===== config.mk =====
export PLATFORM = sky130hd
export DESIGN_NAME = can_mode_rx
export DESIGN_NICKNAME = d
export VERILOG_FILES = /design/src/verilog/can_mode_rx_pkg.sv /design/src/verilog/can_mode_rx.sv
export SDC_FILE = /design/constraint.sdc
export NUM_CORES = 1
export LEC_CHECK = 0
export BUFFER_PORTS_ARGS = -buffer_cell sky130_fd_sc_hd__buf_2
export CORE_MARGIN = 4
export CORE_UTILIZATION = 45
export DETAILED_ROUTE_END_ITERATION = 7
export GPL_TIMING_DRIVEN = 1
export SKIP_CTS_REPAIR_TIMING = 1
export SLEW_MARGIN = 10
export SYNTH_ARGS = -nofsm -noshare
export SYNTH_HDL_FRONTEND = slang
export SYNTH_SLANG_ARGS = --single-unit

===== constraint.sdc =====
create_clock -name clk_i -period 4.24 [get_ports clk_i]
set_input_delay 0.212 -clock clk_i [delete_from_list [all_inputs] [get_ports clk_i]]
set_output_delay 0.212 -clock clk_i [all_outputs]
set_load 0.005 [all_outputs]

===== src/verilog/can_mode_rx_pkg.sv =====
/*
 * Shared constants and carrier types for the mode and receive controller.
 * Assumes a 100 MHz module clock and a protocol engine that presents
 * assembled frames and bit-level transmit data on the module clock.
 */
package can_mode_rx_pkg;
	// Clock and bit timing.
	localparam int CLK_NS          = 10;
	localparam int BIT_TIME_NS     = 1000;
	localparam int BIT_CYC         = BIT_TIME_NS / CLK_NS;
	localparam logic [15:0] BAUD_RST = 16'(BIT_CYC - 1);
	localparam int WAKE_FILT_NS    = 300;
	localparam logic [5:0] WAKE_FILT_CYC = 6'((WAKE_FILT_NS + CLK_NS - 1) / CLK_NS);
	// Bit counts on the bus and frame limits.
	localparam logic [3:0] IDLE_BITS      = 4'hB;
	localparam logic [2:0] ERR_FLAG_LAST  = 3'h5;
	localparam logic [2:0] ERR_DELIM_LAST = 3'h7;
	localparam logic [1:0] MAX_OVLD       = 2'h2;
	localparam logic [3:0] MAX_DLC        = 4'h8;
	// Register byte offsets.
	localparam logic [7:0] OFS_CTRL   = 8'h00;
	localparam logic [7:0] OFS_CFG2   = 8'h04;
	localparam logic [7:0] OFS_BAUD   = 8'h08;
	localparam logic [7:0] OFS_INTF   = 8'h0C;
	localparam logic [7:0] OFS_INTE   = 8'h10;
	localparam logic [7:0] OFS_TXCON  = 8'h14;
	localparam logic [7:0] OFS_ERRCNT = 8'h1C;
	localparam logic [7:0] OFS_FILT0  = 8'h20;
	localparam logic [7:0] OFS_MASK0  = 8'h40;
	localparam logic [7:0] OFS_HIGH_PRIORITY_RX_BUFFER   = 8'h50;
	// Field positions.
	localparam int REQ_LSB     = 8;
	localparam int MODE_LSB    = 5;
	localparam int WAKE_LINE_FILTER_ENABLE_BIT  = 14;
	localparam int TRANSMIT_PENDING_REQUEST_BIT   = 3;
	localparam int TRANSMIT_ABORT_FLAG_BIT   = 6;
	localparam int WAKE_FLAG   = 2;
	// Operating modes, coded as seen in the mode fields.
	typedef enum logic [2:0] {
		MODE_NORMAL   = 3'h0,
		MODE_DISABLE  = 3'h1,
		MODE_LOOPBACK = 3'h2,
		MODE_LISTEN   = 3'h3,
		MODE_INIT     = 3'h4,
		MODE_LISTALL  = 3'h7
	} mode_t;
	// Error and overload frame signalling.
	typedef enum logic [1:0] {
		SIG_IDLE  = 2'h0,
		SIG_FLAG  = 2'h1,
		SIG_DELIM = 2'h3
	} sig_t;
	// One message as held in the assembly and receive buffers.
	typedef struct packed {
		logic        ide;
		logic [10:0] standard_identifier;
		logic [17:0] extended_identifier;
		logic [3:0]  dlc;
		logic [63:0] data;
	} frame_t;
	// What the protocol engine reports each cycle.
	typedef struct packed {
		logic   tx_bit;
		logic   tx_active;
		logic   tx_done;
		logic   rx_valid;
		logic   rx_error;
		logic   bus_error;
		logic   overload_req;
		frame_t frame;
	} eng_in_t;
	localparam logic [15:0] RST_ZERO16 = 16'h0000;
endpackage

===== src/verilog/can_mode_rx.sv =====
/*
 * Mode control, configuration lock, wake detection, error/overload frame
 * signalling and receive filtering into two buffers, with a classic
 * Wishbone slave for the registers. Assumes a protocol engine on the same
 * clock that serialises frames and presents assembled messages.
 */
// The address map and register access over Wishbone were left to the implementer.
// Contract
// - Mode request written in control bits 10:8; entered mode shown in bits 7:5.
// - Mode and status change only after 11 recessive bits of idle bus; the code leaves initialization or disable without waiting.
// - Initialization mode: no transmit or receive, error counter cleared, flags kept.
// - Configuration, timing, enable, filter and mask registers writable only in initialization.
// - Initialization entry waits while a transmission is ongoing.
// - Disable mode: no traffic, flags and counters kept, wake flag still settable.
// - Request 001 enters disable after 11 recessive bits if active; status shows 001.
// - Disable mode releases both bus pins to port function.
// - Configuration bit 14 enables a low-pass filter on the receive line for wake.
// - Disable request during pre-transmit idle wait aborts, sets abort, clears pending.
// - Request 000 is normal mode: pins carry bus, frames sent and received.
// - Listen-only is passive: no error flags or acks, counter idle, transmit pin released.
// - Listen-all (111) ignores errors, accepts all, stores partial frames on error.
// - Loopback ties internal transmit to internal receive; both pins released.
// - Frames assemble separately and move to a receive buffer only when accepted.
// - Receive flag bit 0 or 1 set only on store; software clears it.
// - Enabled receive flag raises the interrupt request.
// - Filters 0,1 with mask 0 feed buffer 0; filters 2-5 with mask 1 feed buffer 1.
// - A bus error emits an error flag field then an error delimiter field.
// - Overload frames sent on request, never more than two in a row.
// - Standard 11-bit and extended 18-bit identifiers are both handled.
// - Data length 0 to 8 bytes; bit rate programmable up to 1 Mbit/s.
// - Mask bit zero makes that identifier bit match regardless of filter.
// - Standard frames match standard filters only; extended frames extended filters only.
`timescale 1ns/1ps
`default_nettype none
module can_mode_rx (
	input  wire logic                   clk_i,        // Module clock, 100 MHz.
	input  wire logic                   rst_i,        // Synchronous reset, active high.
	input  wire logic                   wb_cyc_i,     // Wishbone cycle.
	input  wire logic                   wb_stb_i,     // Wishbone strobe.
	input  wire logic                   wb_we_i,      // Wishbone write enable.
	input  wire logic [7:0]             wb_adr_i,     // Wishbone byte address.
	input  wire logic [3:0]             wb_sel_i,     // Wishbone byte selects.
	input  wire logic [31:0]            wb_dat_i,     // Wishbone write data.
	output logic      [31:0]            wb_dat_o,     // Wishbone read data.
	output logic                        wb_ack_o,     // Wishbone acknowledge.
	input  wire logic                   rx_pin_i,     // Bus receive pin level.
	output logic                        tx_pin_o,     // Bus transmit pin level.
	output logic                        tx_pin_oe_o,  // High while the transmit pin is driven.
	output logic                        tx_port_o,    // Transmit pin handed to port function.
	output logic                        rx_port_o,    // Receive pin handed to port function.
	input  wire can_mode_rx_pkg::eng_in_t eng_i,      // Protocol engine status and data.
	output logic                        rx_bit_o,     // Internal receive line to engine.
	output logic                        rx_en_o,      // Engine may receive.
	output logic                        passive_o,    // Engine sends no acks or error flags.
	output logic                        tx_go_o,      // Engine may start the pending frame.
	output logic                        irq_o         // Receive interrupt request.
);
	// Complete module state.
	typedef struct packed {
		can_mode_rx_pkg::mode_t        mode;
		logic [2:0]                    req;
		logic                          wake_line_filter_enable;
		logic [15:0]                   baud;
		logic [2:0]                    flags;
		logic [1:0]                    inte;
		logic                          transmit_pending_request;
		logic                          transmit_abort_flag;
		logic [5:0][29:0]              filt;
		logic [1:0][29:0]              mask;
		can_mode_rx_pkg::frame_t [1:0] rxb;
		logic [15:0]                   presc;
		logic [3:0]                    idle_cnt;
		can_mode_rx_pkg::sig_t         sig;
		logic [2:0]                    sig_cnt;
		logic [1:0]                    ovld_cnt;
		logic [7:0]                    err_cnt;
		logic [5:0]                    wake_cnt;
		logic                          ack;
		logic [31:0]                   dat;
		logic                          tx_pin;
		logic                          tx_oe;
		logic                          tx_port;
		logic                          rx_port;
		logic                          rx_bit;
		logic                          rx_en;
		logic                          passive;
		logic                          tx_go;
		logic                          irq;
	} state_t;
	state_t                  s_q;
	state_t                  s_d;
	logic   [5:0]            hit;
	logic                    hit0;
	logic                    hit1;
	logic                    tick;
	logic                    bus_idle;
	logic                    active;
	logic                    tx_line;
	logic                    access;
	logic                    wr;
	logic                    cfg_ok;
	logic [31:0]             wmask;
	can_mode_rx_pkg::frame_t fr;
	can_mode_rx_pkg::mode_t  nxt;
	// Acceptance compare per filter; mask bit zero is a match and the
	// identifier format must agree with the filter's format.
	for (genvar i = 0; i < 6; i++)
	begin : g_filt
		logic [29:0] m;
		logic [28:0] diff;
		assign m    = s_q.mask[(i < 2) ? 0 : 1];
		assign diff = ({eng_i.frame.extended_identifier, eng_i.frame.standard_identifier} ^ s_q.filt[i][29:1])
			& (eng_i.frame.ide ? m[29:1] : {18'h00000, m[11:1]});
		assign hit[i] = (s_q.filt[i][0] == eng_i.frame.ide) && (diff == 29'h0);
	end
	assign hit0 = hit[0] | hit[1];
	assign hit1 = |hit[5:2];
	// Shared decode terms.
	assign tick     = (s_q.presc == can_mode_rx_pkg::RST_ZERO16);
	assign bus_idle = (s_q.idle_cnt == can_mode_rx_pkg::IDLE_BITS);
	assign active   = (s_q.mode != can_mode_rx_pkg::MODE_INIT)
		&& (s_q.mode != can_mode_rx_pkg::MODE_DISABLE);
	assign access   = wb_cyc_i && wb_stb_i && !s_q.ack;
	assign wr       = access && wb_we_i;
	assign cfg_ok   = (s_q.mode == can_mode_rx_pkg::MODE_INIT);
	assign wmask    = {{8{wb_sel_i[3]}}, {8{wb_sel_i[2]}}, {8{wb_sel_i[1]}}, {8{wb_sel_i[0]}}};
	// Internal transmit line: error/overload flags override the engine.
	always_comb
	begin
		if (s_q.sig == can_mode_rx_pkg::SIG_FLAG)
			tx_line = 1'b0;
		else if (s_q.sig == can_mode_rx_pkg::SIG_DELIM)
			tx_line = 1'b1;
		else if (s_q.mode == can_mode_rx_pkg::MODE_NORMAL
			|| s_q.mode == can_mode_rx_pkg::MODE_LOOPBACK)
			tx_line = eng_i.tx_bit;
		else
			tx_line = 1'b1;
	end
	// Next-state logic for the whole block.
	always_comb
	begin
		s_d = s_q;
		fr  = eng_i.frame;
		nxt = can_mode_rx_pkg::mode_t'(s_q.req);
		if (fr.dlc > can_mode_rx_pkg::MAX_DLC)
			fr.dlc = can_mode_rx_pkg::MAX_DLC;
		// Bit-time prescaler and idle-bus counter.
		s_d.presc = tick ? s_q.baud : s_q.presc - 16'h0001;
		if (tick)
		begin
			if (!s_q.rx_bit)
				s_d.idle_cnt = 4'h0;
			else if (!bus_idle)
				s_d.idle_cnt = s_q.idle_cnt + 4'h1;
		end

		// Mode change, only for legal codes and at an acceptable moment.
		if (s_q.req != s_q.mode && (nxt == can_mode_rx_pkg::MODE_NORMAL
			|| nxt == can_mode_rx_pkg::MODE_DISABLE || nxt == can_mode_rx_pkg::MODE_LOOPBACK
			|| nxt == can_mode_rx_pkg::MODE_LISTEN || nxt == can_mode_rx_pkg::MODE_INIT
			|| nxt == can_mode_rx_pkg::MODE_LISTALL))
		begin
			if ((!active || bus_idle)
				&& !(nxt == can_mode_rx_pkg::MODE_INIT && eng_i.tx_active))
				s_d.mode = nxt;
		end
		// Pending transmission: engine completion, then abort by disable.
		if (eng_i.tx_done)
			s_d.transmit_pending_request = 1'b0;
		if (s_q.transmit_pending_request && !eng_i.tx_active && nxt == can_mode_rx_pkg::MODE_DISABLE)
		begin
			s_d.transmit_pending_request = 1'b0;
			s_d.transmit_abort_flag = 1'b1;
		end
		// Error counter: cleared in initialization, idle when passive.
		if (s_q.mode == can_mode_rx_pkg::MODE_INIT)
			s_d.err_cnt = 8'h00;
		else if (eng_i.rx_error && s_q.err_cnt != 8'hFF
			&& (s_q.mode == can_mode_rx_pkg::MODE_NORMAL
			|| s_q.mode == can_mode_rx_pkg::MODE_LOOPBACK))
			s_d.err_cnt = s_q.err_cnt + 8'h01;
		// Error and overload frames, counted in bit times.
		if (eng_i.rx_valid || eng_i.tx_active)
			s_d.ovld_cnt = 2'h0;
		case (s_q.sig)
			can_mode_rx_pkg::SIG_IDLE:
			begin
				if (s_q.mode == can_mode_rx_pkg::MODE_NORMAL
					|| s_q.mode == can_mode_rx_pkg::MODE_LOOPBACK)
				begin
					if (eng_i.bus_error)
					begin
						s_d.sig     = can_mode_rx_pkg::SIG_FLAG;
						s_d.sig_cnt = 3'h0;
					end
					else if (eng_i.overload_req && s_q.ovld_cnt < can_mode_rx_pkg::MAX_OVLD)
					begin
						s_d.sig      = can_mode_rx_pkg::SIG_FLAG;
						s_d.sig_cnt  = 3'h0;
						s_d.ovld_cnt = s_q.ovld_cnt + 2'h1;
					end
				end
			end
			can_mode_rx_pkg::SIG_FLAG:
			begin
				if (tick)
				begin
					s_d.sig_cnt = s_q.sig_cnt + 3'h1;
					if (s_q.sig_cnt == can_mode_rx_pkg::ERR_FLAG_LAST)
					begin
						s_d.sig     = can_mode_rx_pkg::SIG_DELIM;
						s_d.sig_cnt = 3'h0;
					end
				end
			end
			can_mode_rx_pkg::SIG_DELIM:
			begin
				if (tick)
				begin
					s_d.sig_cnt = s_q.sig_cnt + 3'h1;
					if (s_q.sig_cnt == can_mode_rx_pkg::ERR_DELIM_LAST)
						s_d.sig = can_mode_rx_pkg::SIG_IDLE;
				end
			end
			default:
			begin
				s_d.sig = can_mode_rx_pkg::SIG_IDLE;
			end
		endcase
		// Software writes; interrupt flag clears come before hardware sets, the abort flag clear after.
		if (wr)
		begin
			case (wb_adr_i)
				can_mode_rx_pkg::OFS_CTRL:
					if (wb_sel_i[1])
						s_d.req = wb_dat_i[can_mode_rx_pkg::REQ_LSB +: 3];
				can_mode_rx_pkg::OFS_CFG2:
					if (cfg_ok && wb_sel_i[1])
						s_d.wake_line_filter_enable = wb_dat_i[can_mode_rx_pkg::WAKE_LINE_FILTER_ENABLE_BIT];
				can_mode_rx_pkg::OFS_BAUD:
					if (cfg_ok)
						s_d.baud = (s_q.baud & ~wmask[15:0]) | (wb_dat_i[15:0] & wmask[15:0]);
				can_mode_rx_pkg::OFS_INTF:
					if (wb_sel_i[0])
						s_d.flags = s_q.flags & ~wb_dat_i[2:0];
				can_mode_rx_pkg::OFS_INTE:
					if (cfg_ok && wb_sel_i[0])
						s_d.inte = wb_dat_i[1:0];
				can_mode_rx_pkg::OFS_TXCON:
					if (wb_sel_i[0])
					begin
						s_d.transmit_pending_request = wb_dat_i[can_mode_rx_pkg::TRANSMIT_PENDING_REQUEST_BIT];
						if (wb_dat_i[can_mode_rx_pkg::TRANSMIT_PENDING_REQUEST_BIT])
							s_d.transmit_abort_flag = 1'b0;
					end
				default:
				begin
					for (int i = 0; i < 6; i++)
						if (cfg_ok && wb_adr_i == can_mode_rx_pkg::OFS_FILT0 + 8'(4 * i))
							s_d.filt[i] = (s_q.filt[i] & ~wmask[29:0])
								| (wb_dat_i[29:0] & wmask[29:0]);
					for (int i = 0; i < 2; i++)
						if (cfg_ok && wb_adr_i == can_mode_rx_pkg::OFS_MASK0 + 8'(4 * i))
							s_d.mask[i] = (s_q.mask[i] & ~wmask[29:0])
								| (wb_dat_i[29:0] & wmask[29:0]);
				end
			endcase
		end

		// Wake detection on the raw receive pin while disabled.
		if (s_q.mode == can_mode_rx_pkg::MODE_DISABLE && !rx_pin_i)
		begin
			if (s_q.wake_cnt != can_mode_rx_pkg::WAKE_FILT_CYC)
				s_d.wake_cnt = s_q.wake_cnt + 6'h01;
			if (!s_q.wake_line_filter_enable || s_q.wake_cnt == can_mode_rx_pkg::WAKE_FILT_CYC)
				s_d.flags[can_mode_rx_pkg::WAKE_FLAG] = 1'b1;
		end
		else
			s_d.wake_cnt = 6'h00;
		// Store from the assembly path into a receive buffer.
		if (eng_i.rx_valid && s_q.rx_en)
		begin
			if (s_q.mode == can_mode_rx_pkg::MODE_LISTALL || hit0)
			begin
				s_d.rxb[0]   = fr;
				s_d.flags[0] = 1'b1;
			end
			else if (hit1)
			begin
				s_d.rxb[1]   = fr;
				s_d.flags[1] = 1'b1;
			end
		end
		else if (eng_i.rx_error && s_q.mode == can_mode_rx_pkg::MODE_LISTALL)
		begin
			s_d.rxb[0]   = fr;
			s_d.flags[0] = 1'b1;
		end

		// Registered outputs follow the mode entered.
		s_d.tx_port = !(s_q.mode == can_mode_rx_pkg::MODE_NORMAL
			|| s_q.mode == can_mode_rx_pkg::MODE_LISTALL);
		s_d.rx_port = (s_q.mode == can_mode_rx_pkg::MODE_DISABLE)
			|| (s_q.mode == can_mode_rx_pkg::MODE_LOOPBACK);
		s_d.tx_oe   = !s_d.tx_port;
		s_d.tx_pin  = tx_line | s_d.tx_port;
		case (s_q.mode)
			can_mode_rx_pkg::MODE_LOOPBACK: s_d.rx_bit = tx_line;
			can_mode_rx_pkg::MODE_NORMAL,
			can_mode_rx_pkg::MODE_LISTEN,
			can_mode_rx_pkg::MODE_LISTALL:  s_d.rx_bit = rx_pin_i;
			default:                        s_d.rx_bit = 1'b1;
		endcase
		s_d.rx_en   = active;
		s_d.passive = (s_q.mode == can_mode_rx_pkg::MODE_LISTEN)
			|| (s_q.mode == can_mode_rx_pkg::MODE_LISTALL);
		s_d.tx_go   = s_d.transmit_pending_request && bus_idle && s_q.req == s_q.mode
			&& s_q.sig == can_mode_rx_pkg::SIG_IDLE
			&& (s_q.mode == can_mode_rx_pkg::MODE_NORMAL
			|| s_q.mode == can_mode_rx_pkg::MODE_LOOPBACK);
		s_d.irq     = |(s_d.flags[1:0] & s_q.inte);
		// Wishbone answer: one acknowledge per access, read data alongside.
		s_d.ack = access;
		s_d.dat = 32'h00000000;
		if (access && !wb_we_i)
		begin
			case (wb_adr_i)
				can_mode_rx_pkg::OFS_CTRL:
				begin
					s_d.dat[can_mode_rx_pkg::REQ_LSB +: 3]  = s_q.req;
					s_d.dat[can_mode_rx_pkg::MODE_LSB +: 3] = s_q.mode;
				end
				can_mode_rx_pkg::OFS_CFG2:   s_d.dat[can_mode_rx_pkg::WAKE_LINE_FILTER_ENABLE_BIT] = s_q.wake_line_filter_enable;
				can_mode_rx_pkg::OFS_BAUD:   s_d.dat[15:0] = s_q.baud;
				can_mode_rx_pkg::OFS_INTF:   s_d.dat[2:0] = s_q.flags;
				can_mode_rx_pkg::OFS_INTE:   s_d.dat[1:0] = s_q.inte;
				can_mode_rx_pkg::OFS_ERRCNT: s_d.dat[7:0] = s_q.err_cnt;
				can_mode_rx_pkg::OFS_TXCON:
				begin
					s_d.dat[can_mode_rx_pkg::TRANSMIT_PENDING_REQUEST_BIT] = s_q.transmit_pending_request;
					s_d.dat[can_mode_rx_pkg::TRANSMIT_ABORT_FLAG_BIT] = s_q.transmit_abort_flag;
				end
				default:
				begin
					for (int i = 0; i < 6; i++)
						if (wb_adr_i == can_mode_rx_pkg::OFS_FILT0 + 8'(4 * i))
							s_d.dat[29:0] = s_q.filt[i];
					for (int i = 0; i < 2; i++)
					begin
						if (wb_adr_i == can_mode_rx_pkg::OFS_MASK0 + 8'(4 * i))
							s_d.dat[29:0] = s_q.mask[i];
						if (wb_adr_i == can_mode_rx_pkg::OFS_HIGH_PRIORITY_RX_BUFFER + 8'(16 * i))
							s_d.dat[29:0] = {s_q.rxb[i].extended_identifier, s_q.rxb[i].standard_identifier, s_q.rxb[i].ide};
						if (wb_adr_i == can_mode_rx_pkg::OFS_HIGH_PRIORITY_RX_BUFFER + 8'(16 * i + 4))
							s_d.dat[3:0] = s_q.rxb[i].dlc;
						if (wb_adr_i == can_mode_rx_pkg::OFS_HIGH_PRIORITY_RX_BUFFER + 8'(16 * i + 8))
							s_d.dat = s_q.rxb[i].data[31:0];
						if (wb_adr_i == can_mode_rx_pkg::OFS_HIGH_PRIORITY_RX_BUFFER + 8'(16 * i + 12))
							s_d.dat = s_q.rxb[i].data[63:32];
					end
				end
			endcase
		end
	end

	// State register with synchronous reset into initialization mode.
	always_ff @(posedge clk_i)
	begin
		if (rst_i)
		begin
			s_q          <= '0;
			s_q.mode     <= can_mode_rx_pkg::MODE_INIT;
			s_q.req      <= can_mode_rx_pkg::MODE_INIT;
			s_q.baud     <= can_mode_rx_pkg::BAUD_RST;
			s_q.presc    <= can_mode_rx_pkg::BAUD_RST;
			s_q.sig      <= can_mode_rx_pkg::SIG_IDLE;
			s_q.tx_pin   <= 1'b1;
			s_q.tx_port  <= 1'b1;
			s_q.rx_bit   <= 1'b1;
		end
		else
			s_q <= s_d;
	end

	// Outputs straight from the state register.
	assign wb_dat_o    = s_q.dat;
	assign wb_ack_o    = s_q.ack;
	assign tx_pin_o    = s_q.tx_pin;
	assign tx_pin_oe_o = s_q.tx_oe;
	assign tx_port_o   = s_q.tx_port;
	assign rx_port_o   = s_q.rx_port;
	assign rx_bit_o    = s_q.rx_bit;
	assign rx_en_o     = s_q.rx_en;
	assign passive_o   = s_q.passive;
	assign tx_go_o     = s_q.tx_go;
	assign irq_o       = s_q.irq;
endmodule
`default_nettype wire


# Yosys cells after proc, flatten, opt, wreduce, memory -nomap -nowiden
# Cells that the tools add are included.
# Widths: inputs -> output; s select.
[word_totals]
regBits = 549
in_bits = 155
output_inout_bits = 42
wordCells = 338
[classes]
n_addsub = 6
order_cmp = 2
n_eq_ne = 58
n_mux = 79
n_bitwise = 43
reduce_logical = 105
[op_table]
columns = ["op", "count"]
rows = [
  ["$mux 30", 18],
  ["$mux 98", 3],
  ["$and 30x30->30", 9],
  ["$mux 247", 1],
  ["$mux 240", 1],
  ["$or 30x30->30", 8],
  ["$and 29x29->29", 6],
  ["$logic_not 29->1", 6],
  ["$xor 29x29->29", 6],
  ["$mux 32", 4],
  ["$eq 8x7->1 const B", 10],
  ["$mux 29", 2],
  ["$eq 8x6->1 const B", 6],
  ["$reduce_and 3->1", 13],
  ["$logic_and 1x1->1", 36],
  ["$and 16x16->16", 2],
  ["$not 30->30", 1],
  ["$eq 8x5->1 const B", 3],
  ["$mux 4", 5],
  ["$mux 5", 4],
  ["$eq 3x3->1 const B", 6],
  ["$mux 2", 9],
  ["$pmux 3 s3", 2],
  ["$eq 8x4->1 const B", 2],
  ["other kinds (59)", 130],
]

# Longest topological paths before layout
# Gate-level depths: netlist of run 1.
[depth]
depth_word = 18
depth_mapped = 12

# Least setup slack after synthesis of run 1
# No wires, ideal clock.
[synth_timing]
kind = "input port to flip-flop"
from = "input eng_i[87] (netlist name)"
to = "register s_q[234] (netlist name)"
arrival_time_ps = 2175
required_ps = 4112
slack_ps = 1938
stages = 12
path_buffers = 4
path_cell_list = "buf_4 -> xor2_1 -> a222oi_1 -> nand3_1 -> a211oi_1 -> a22oi_1 -> a311oi_1 -> buf_4 -> buf_8 -> buf_8 -> mux2i_1 -> nor2_1"
[synth_between]
elab_chain_len = 8
elab_cells_between_ends = 29
[synth_rtl]
columns = ["element", "line", "rtl"]
rows = [
  ["start, declared", "can_mode_rx.sv:51", "input wire can_mode_rx_pkg::eng_in_t eng_i,"],
  ["$xor 29x29->29", "can_mode_rx.sv:112", "assign diff = ({eng_i.frame.extended_identifier, eng_i.frame.standard_identifier} ^ s_q.filt[i][29:1])"],
  ["$and 29x29->29", "can_mode_rx.sv:113", "& (eng_i.frame.ide ? m[29:1] : {18'h00000, m[11:1]});"],
  ["$logic_not 29->1", "can_mode_rx.sv:114", "assign hit[i] = (s_q.filt[i][0] == eng_i.frame.ide) && (diff == 29'h0);"],
  ["$logic_and 1x1->1", "can_mode_rx.sv:114", ""],
  ["$or 1x1->1", "can_mode_rx.sv:116", "assign hit0 = hit[0] | hit[1];"],
  ["$logic_or 1x1->1", "can_mode_rx.sv:284", "if (s_q.mode == can_mode_rx_pkg::MODE_LISTALL || hit0)"],
  ["$not 1->1 (no line)", "--", ""],
  ["$reduce_and 3->1 (no line) (*)", "--", ""],
  ["end, declared", "can_mode_rx.sv:90", "state_t s_q;"],
]
# Every way passes the cells marked *; elsewhere a longest branch is shown, timed or not.
# A chain may end at the register's enable or synchronous reset.

# Final worst setup path of run 1
[layout_timing]
from = "register s_q[548] (netlist name)"
to = "register s_q[136] (netlist name)"
[layout_between]
elab_chain_len = 4
elab_cells_between_ends = 6
[layout_rtl]
columns = ["element", "line"]
rows = [
  ["$eq 3x3->1 (*)", "can_mode_rx.sv:284, can_mode_rx.sv:295"],
  ["$logic_or 1x1->1 or $logic_and 1x1->1 (tied branches)", "can_mode_rx.sv:284, can_mode_rx.sv:295"],
  ["$ne 2x1->1 (no line) or $reduce_bool 2->1 (tied branches)", "--"],
  ["$reduce_and 2->1 (no line) (*)", "--"],
]
# Marked as above.

==> results of run 1 <==
[Yosys cell counts (all sizes together) (3+ instances only)]
cell,count,share of area (%)
a32oi,18,0.60
dfxtp,549,42
a222oi,31,1.2
nand4,32,0.76
a22o,14,0.47
a2111oi,5,0.19
a211oi,19,0.54
buf,155,3.4
a22oi,131,3.7
nor4b,7,0.26
nand3,279,5.3
mux2i,237,9.0
ha,9,0.43
inv,9,0.13
nor2b,9,0.21
a221o,11,0.42
o31ai,3,0.086
o2bb2ai,10,0.33
nor4,9,0.24
nand2b,3,0.071
o221ai,11,0.37
nor3b,3,0.086
xor2,185,6.2
o211ai,3,0.086
o22ai,29,0.69
or4,5,0.14
nand2,378,5.4
a21oi,302,5.8
nor2,317,4.5
mux4,4,0.34
a31oi,5,0.12
and2,8,0.19
clkbuf,151,2.2
xnor2,15,0.50
nor3,32,0.71
o32ai,4,0.13
a311oi,5,0.17
or4b,4,0.15
and3,5,0.12
o21ai,62,1.2
or3,4,0.095
a221oi,24,0.80
[kinds of logic after synthesis]
family          after synthesis
compound gates              697
xor+xnor                    200
fa+ha+maj                     9
buf+inv                     315
flops                       549
mux                         242
simple gates               1108
[worst max path at each step]
stage           startpoint          end  depth (start not counted)  slack (ns)
2_1_floorplan    eng_i[87]     s_q[234]                         12        1.94
3_3_place_gp   wb_adr_i[1]  wb_dat_o[8]                         10        0.93
3_5_place_dp   wb_adr_i[4]  wb_dat_o[6]                         10        0.91
4_1_cts           s_q[548]     s_q[112]                          7        1.10
5_1_grt           s_q[548]     s_q[140]                          7        0.84
6_report          s_q[548]     s_q[136]                          7        1.00
[cells in the final DEF, fill, tap and decap left out, drive strengths merged, types with 8 or more instances in the layout]
cell type and n:
dfxtp 549, nand2 378, nor2 317, a21oi 302, nand3 279, buf 270
mux2i 237, xor2 185, a22oi 131, dlygate4sd3 89, clkbuf 84, o21ai 62
nand4 32, nor3 32, a222oi 31, o22ai 29, a221oi 24, a211oi 19
a32oi 18, xnor2 15, clkinv 15, a22o 14, o221ai 11, a221o 11
o2bb2ai 10, inv 10, nor2b 9, ha 9, nor4 9, and2 8
[power groups by stage]
stage / clock network (W) / registers, W / logic (W)
final: 0.00539 / 0.00517 / 0.000639
after global routing: 0.00564 / 0.00517 / 0.000663
after CTS: 0.00545 / 0.00517 / 0.000555
after detailed placement: 0 / 0.00528 / 0.000553
after global placement: 0 / 0.00528 / 0.000548
after floorplan: 0 / 0.00528 / 0.000302
[per-layer routing]
metal / up-vias / share of wire (%) / track usage (%)
li1: 11300 / - / -
met1: 12400 / 43 / 48.7
met2: 1457 / 42 / 48.0
met3: 216 / 11 / 6.45
met4: 4 / 3.8 / 11.2
met5: - / 0.025 / 0
[cell type report]
class	count	area, um2	share of cell area, %
inverter	9	33.8	0.111
tap	765	957	3.14
clock inverter	26	338	1.11
antenna	7	17.5	0.0574
multi-input combinational	2256	13900	45.5
clock buffer	84	1700	5.58
sequential	549	11000	36.0
timing repair buffer	359	2590	8.50
[tightest hold or removal path: cells and delay by family]
family	cells	cell delay [ns]
and+or+nand+nor	1	0.11
buffers and inverters	1	0.21
AOI/OAI and AO/OA	1	0.06
[stage by stage]
step / area (um2) / power [W]
floorplan: 26300 / 0.00558
global placement: 27600 / 0.00583
detailed placement: 27600 / 0.00584
CTS: 29600 / 0.0112
global route: 30500 / 0.0115
finish: 30500 / 0.0112
==> flow_summary_export.csv, run 1 <==
group,metric,value,unit
outcome,status,"finished, final reports clean",
clocking,path_clk_slew,0.06,ns
sta,min_period_over_period,76.4,%
synth,synth.mux.area_fraction,9.42,%
place,hpwl,77.9,mm
sta,drv_slew,0,
layout,drive_above_1_share,12.2,%
floorplan,fp.dieArea,62300,um2
clocking,tritoncts,"yes",
global_routing,overflow,0,
worst_setup_path,reg2reg_depth,7,
synth,synth-compound-area-share,17.2,%
sta,report.final.hold_viol_count,0,
global_routing,grtUsageTotal,32.9,%
detailed_routing,num_vias,25400,
pwr,power.share.combinational,5.7,%
worst_setup_path,r2r_end,"s_q[136]",
worst_setup_path,crit_path_top_delay_cell,"dfxtp_1",
synth,syn_inst,3120,
pwr,switchingPower,0.00267,W
min_path,min_path_type,"in -> reg",
place,port-buffer-count,194,
pwr,p_int,0.00853,W
synth,synthAdderAreaFrac,0.429,%
layout,fillers,5366,
worst_setup_path,critical_path_buf_inv_count,1,
global_routing,grt_pass1_vias,23300,
synth,synthFlopType,"dfxtp_1",
sta,period_minus_slack,3.24,ns
clocking,worstSkewPairLatency,0.64,ns
pwr,sequentialPowerShare,46.1,%
pwr,vdd_drop_max,0.000343,V
detailed_routing,drc,0,
worst_setup_path,crit_chain,"nand3_1 > o21ai_0 > a22oi_1 > a21oi_4 > buf_12 > mux2i_1 > nor2_1",
sta,tightest_slew,1.15,ns
sta,fmax,309,MHz
sta,relSlewSlack,23.6,%
detailed_routing,via_per_inst,6.26,
pwr,leakagePower,10.8,nW
clocking,cts-root-buf,"clkbuf_16",
layout,finalNonFillerCells,4055,
worst_setup_path,r2r_slack,1.00,ns
detailed_routing,ant_nets,0,
global_routing,grt_max_degree,217,
worst_setup_path,worst-setup-path-type,"reg -> reg",
global_routing,antenna_found_initial,6,
worst_setup_path,end_kind,"flop",
synth,syn_nets,3284,
pwr,netSwitchingFraction,23.9,%
pwr,power.share.clock,48.1,%
floorplan,io_pins,197,
detailed_routing,routed_wl,109,mm
floorplan,std_cell_rows,88,
min_path,holdPathStages,3,
sta,setup_viol,0,
synth,synthArstFlopShare,0,%
floorplan,die-height,250,um
layout,area_delta_synth_final,16.2,%
worst_setup_path,path_max_fanout,33,
min_path,min_from,"wb_dat_i[2]",
synth,synth-edff-count,0,
sta,setup_ws,1.00,ns
clocking,clockBufferDepth,3,
clocking,numCtsBuffers,59,
synth,synth_top_family_by_area,"simple AND/OR/NAND/NOR gates",
synth,synth-xor-area-share,6.67,%
clocking,h-tree-depth,2,
place,routabilityCongestion,1.07,
global_routing,grt_pass1_wl,157,mm
synth,ys_seq_area_share,41.9,%
job,timing.max_cap.violations,0,
worst_setup_path,path_delay_family,"compound AO/OA/AOI/OAI gates",
synth,synth_cell_types,69,
layout,postLayoutCoreUtil,52.9,%
worst_setup_path,arrival,3.71,ns
pwr,power_density,367,nW/um2
synth,synth_area,26300,um2
sta,fin_setup_tns,0,ns
worst_setup_path,r2r_start,"s_q[548]",
synth,ys_warn_count,0,
floorplan,coreArea,57700,um2
place,preCtsSetupSlack,0.909,ns
place,placed_cells,3849,
sta,rsz0062_at_grt,"no",
synth,synth_seq_cells,549,
worst_setup_path,crit_path_max_incr_delay,0.66,ns
detailed_routing,drt_iter0_markers,3476,
detailed_routing,wl_per_cell,26.8,um
synth,syn_area_per_cell,8.42,um2
detailed_routing,dr.pass1.iters,8,
worst_setup_path,cp-start-kind,"flop",
clocking,clock-sinks,549,
synth,synth-simple-area-share,18.8,%
floorplan,fp.dieW,250,um
sta,whs,0.00396,ns
worst_setup_path,cp.required,4.71,ns
sta,finalClockSkew,0.0278,ns
floorplan,start_util,45.5,%
layout,nets,3398,
Note: power is estimated with default switching activity, not from simulation.
==> inputs of run 2 (changes only) <==
==> constraint.sdc (replaced) <==
create_clock -name clk_i -period 3.1 [get_ports clk_i]
set_input_delay 0.155 -clock clk_i [delete_from_list [all_inputs] [get_ports clk_i]]
set_output_delay 0.155 -clock clk_i [all_outputs]
set_load 0.005 [all_outputs]
==> flow_summary_export.csv, run 2 (synthesized netlist as in run 1, its figures left out) <==
group,metric,value,unit
outcome,status,"finished, violations left",
outcome,violations,"negative hold slack",
layout,final_cell_mix,"dfxtp_1, nand2_1, nor2_1",
global_routing,grt_max_degree,174,
global_routing,grt_pass1_wl,159,mm
detailed_routing,routed_wl,112,mm
clocking,clock-sinks,549,
layout,drive_above_1_share,14.3,%
worst_setup_path,r2r_end,"s_q[121]",
place,port-buffer-count,194,
floorplan,std_cell_rows,88,
floorplan,fp.dieW,250,um
worst_setup_path,arrival,3.50,ns
worst_setup_path,worst-setup-path-type,"reg -> reg",
sta,report.final.hold_viol_count,20,
sta,tightest_slew,1.05,ns
job,timing.max_cap.violations,0,
pwr,vdd_drop_max,0.000435,V
clocking,path_clk_slew,0.06,ns
min_path,min_path_type,"in -> reg",
pwr,power_density,494,nW/um2
min_path,min_from,"eng_i[91]",
sta,min_period_over_period,97.0,%
sta,finalClockSkew,0.0427,ns
sta,whs,-0.0345,ns
worst_setup_path,path_max_fanout,54,
detailed_routing,ant_nets,0,
worst_setup_path,cp-start-kind,"flop",
sta,drv_slew,0,
sta,setup_ws,0.0942,ns
pwr,leakagePower,11.4,nW
clocking,numCtsBuffers,60,
floorplan,fp.dieArea,62300,um2
floorplan,coreArea,57700,um2
detailed_routing,num_vias,25800,
detailed_routing,wl_per_cell,26.8,um
layout,nets,3514,
sta,rsz0062_at_grt,"no",
sta,setup_viol,0,
worst_setup_path,path_delay_family,"compound AO/OA/AOI/OAI gates",
layout,finalNonFillerCells,4164,
global_routing,overflow,0,
detailed_routing,via_per_inst,6.21,
floorplan,die-height,250,um
global_routing,antenna_found_initial,5,
place,placed_cells,3931,
worst_setup_path,r2r_slack,0.09,ns
global_routing,grtUsageTotal,33.6,%
worst_setup_path,crit_path_max_incr_delay,0.40,ns
min_path,holdPathStages,3,
detailed_routing,drc,0,
layout,area_delta_synth_final,20.2,%
sta,fin_setup_tns,0,ns
detailed_routing,dr.pass1.iters,6,
layout,final_common_cell,"dfxtp_1",
clocking,worstSkewPairLatency,0.65,ns
place,routabilityCongestion,1.06,
worst_setup_path,critical_path_buf_inv_count,1,
clocking,clockBufferDepth,3,
sta,period_minus_slack,3.01,ns
place,hpwl,81.5,mm
worst_setup_path,crit_path_top_delay_cell,"buf_12",
worst_setup_path,reg2reg_depth,9,
sta,relSlewSlack,29.9,%
clocking,h-tree-depth,2,
layout,fillers,5322,
place,preCtsSetupSlack,0.143,ns
sta,fmax,333,MHz
clocking,cts-root-buf,"clkbuf_16",
global_routing,grt_pass1_vias,23800,
worst_setup_path,end_kind,"flop",
worst_setup_path,cp.required,3.60,ns
worst_setup_path,crit_chain,"xor2_1 > a32oi_1 > nand4_1 > a211oi_1 > a22oi_1 > a21oi_4 > buf_12 > mux2i_1 > nor2_1",
detailed_routing,drt_iter0_markers,3743,
floorplan,io_pins,197,
clocking,tritoncts,"yes",
floorplan,start_util,45.5,%
min_path,whs_endpoint,"s_q[272]",
-- run 2: worst max path at each step --
stage | start | endpoint | cells past startpoint
after floorplan | eng_i[87] | s_q[234] | 12
after global placement | wb_adr_i[4] | wb_dat_o[1] | 9
after detailed placement | wb_adr_i[4] | wb_dat_o[29] | 10
after CTS | flop | s_q[121] | 9
after global routing | flop | s_q[113] | 9
final | flop | s_q[121] | 9
-- run 2: layer usage --
metal  part of all wire, %  track usage [%]  routed length, um  vias up
met5                 0.012                0                 13        -
met2                    43             50.4              48100     1547
met1                    43             50.0              48300    12500
li1                      -                -                  -    11500
met3                    10             5.11              11600      206
met4                   3.2             10.0               3530        2
-- run 2: cell type report --
| class | count | area [um2] | area share (%) |
|---|---|---|---|
| Tap cell | 765 | 957 | 3.03 |
| Antenna cell | 2 | 5.00 | 0.0158 |
| Inverter | 9 | 33.8 | 0.107 |
| Clock buffer | 85 | 1750 | 5.53 |
| Timing Repair Buffer | 474 | 3610 | 11.4 |
| Multi-Input combinational cell | 2256 | 13900 | 43.9 |
| Clock inverter | 24 | 353 | 1.12 |
| Sequential cell | 549 | 11000 | 34.8 |
-- run 2: tightest hold or removal path, stage by stage --
cell and delay, ns:
buf_2 0.19, mux2i_1 0.16, nor2_1 0.05
-- run 2: per-stage QoR --
step	total power [W]	util, %	instance area (um2)
global placement	0.00801	49.0	28300
CTS	0.0155	52.6	30400
floorplan	0.00764	-	26300
global route	0.0160	54.7	31600
finish	0.0156	54.7	31600
detailed placement	0.00801	49.0	28300
-- run 2: power breakdown --
part | switching, W | total [W] | internal (W)
clock network | 0.00310 | 0.00760 | 0.00450
logic | 0.000625 | 0.000938 | 0.000313
registers | 0.00000829 | 0.00707 | 0.00706
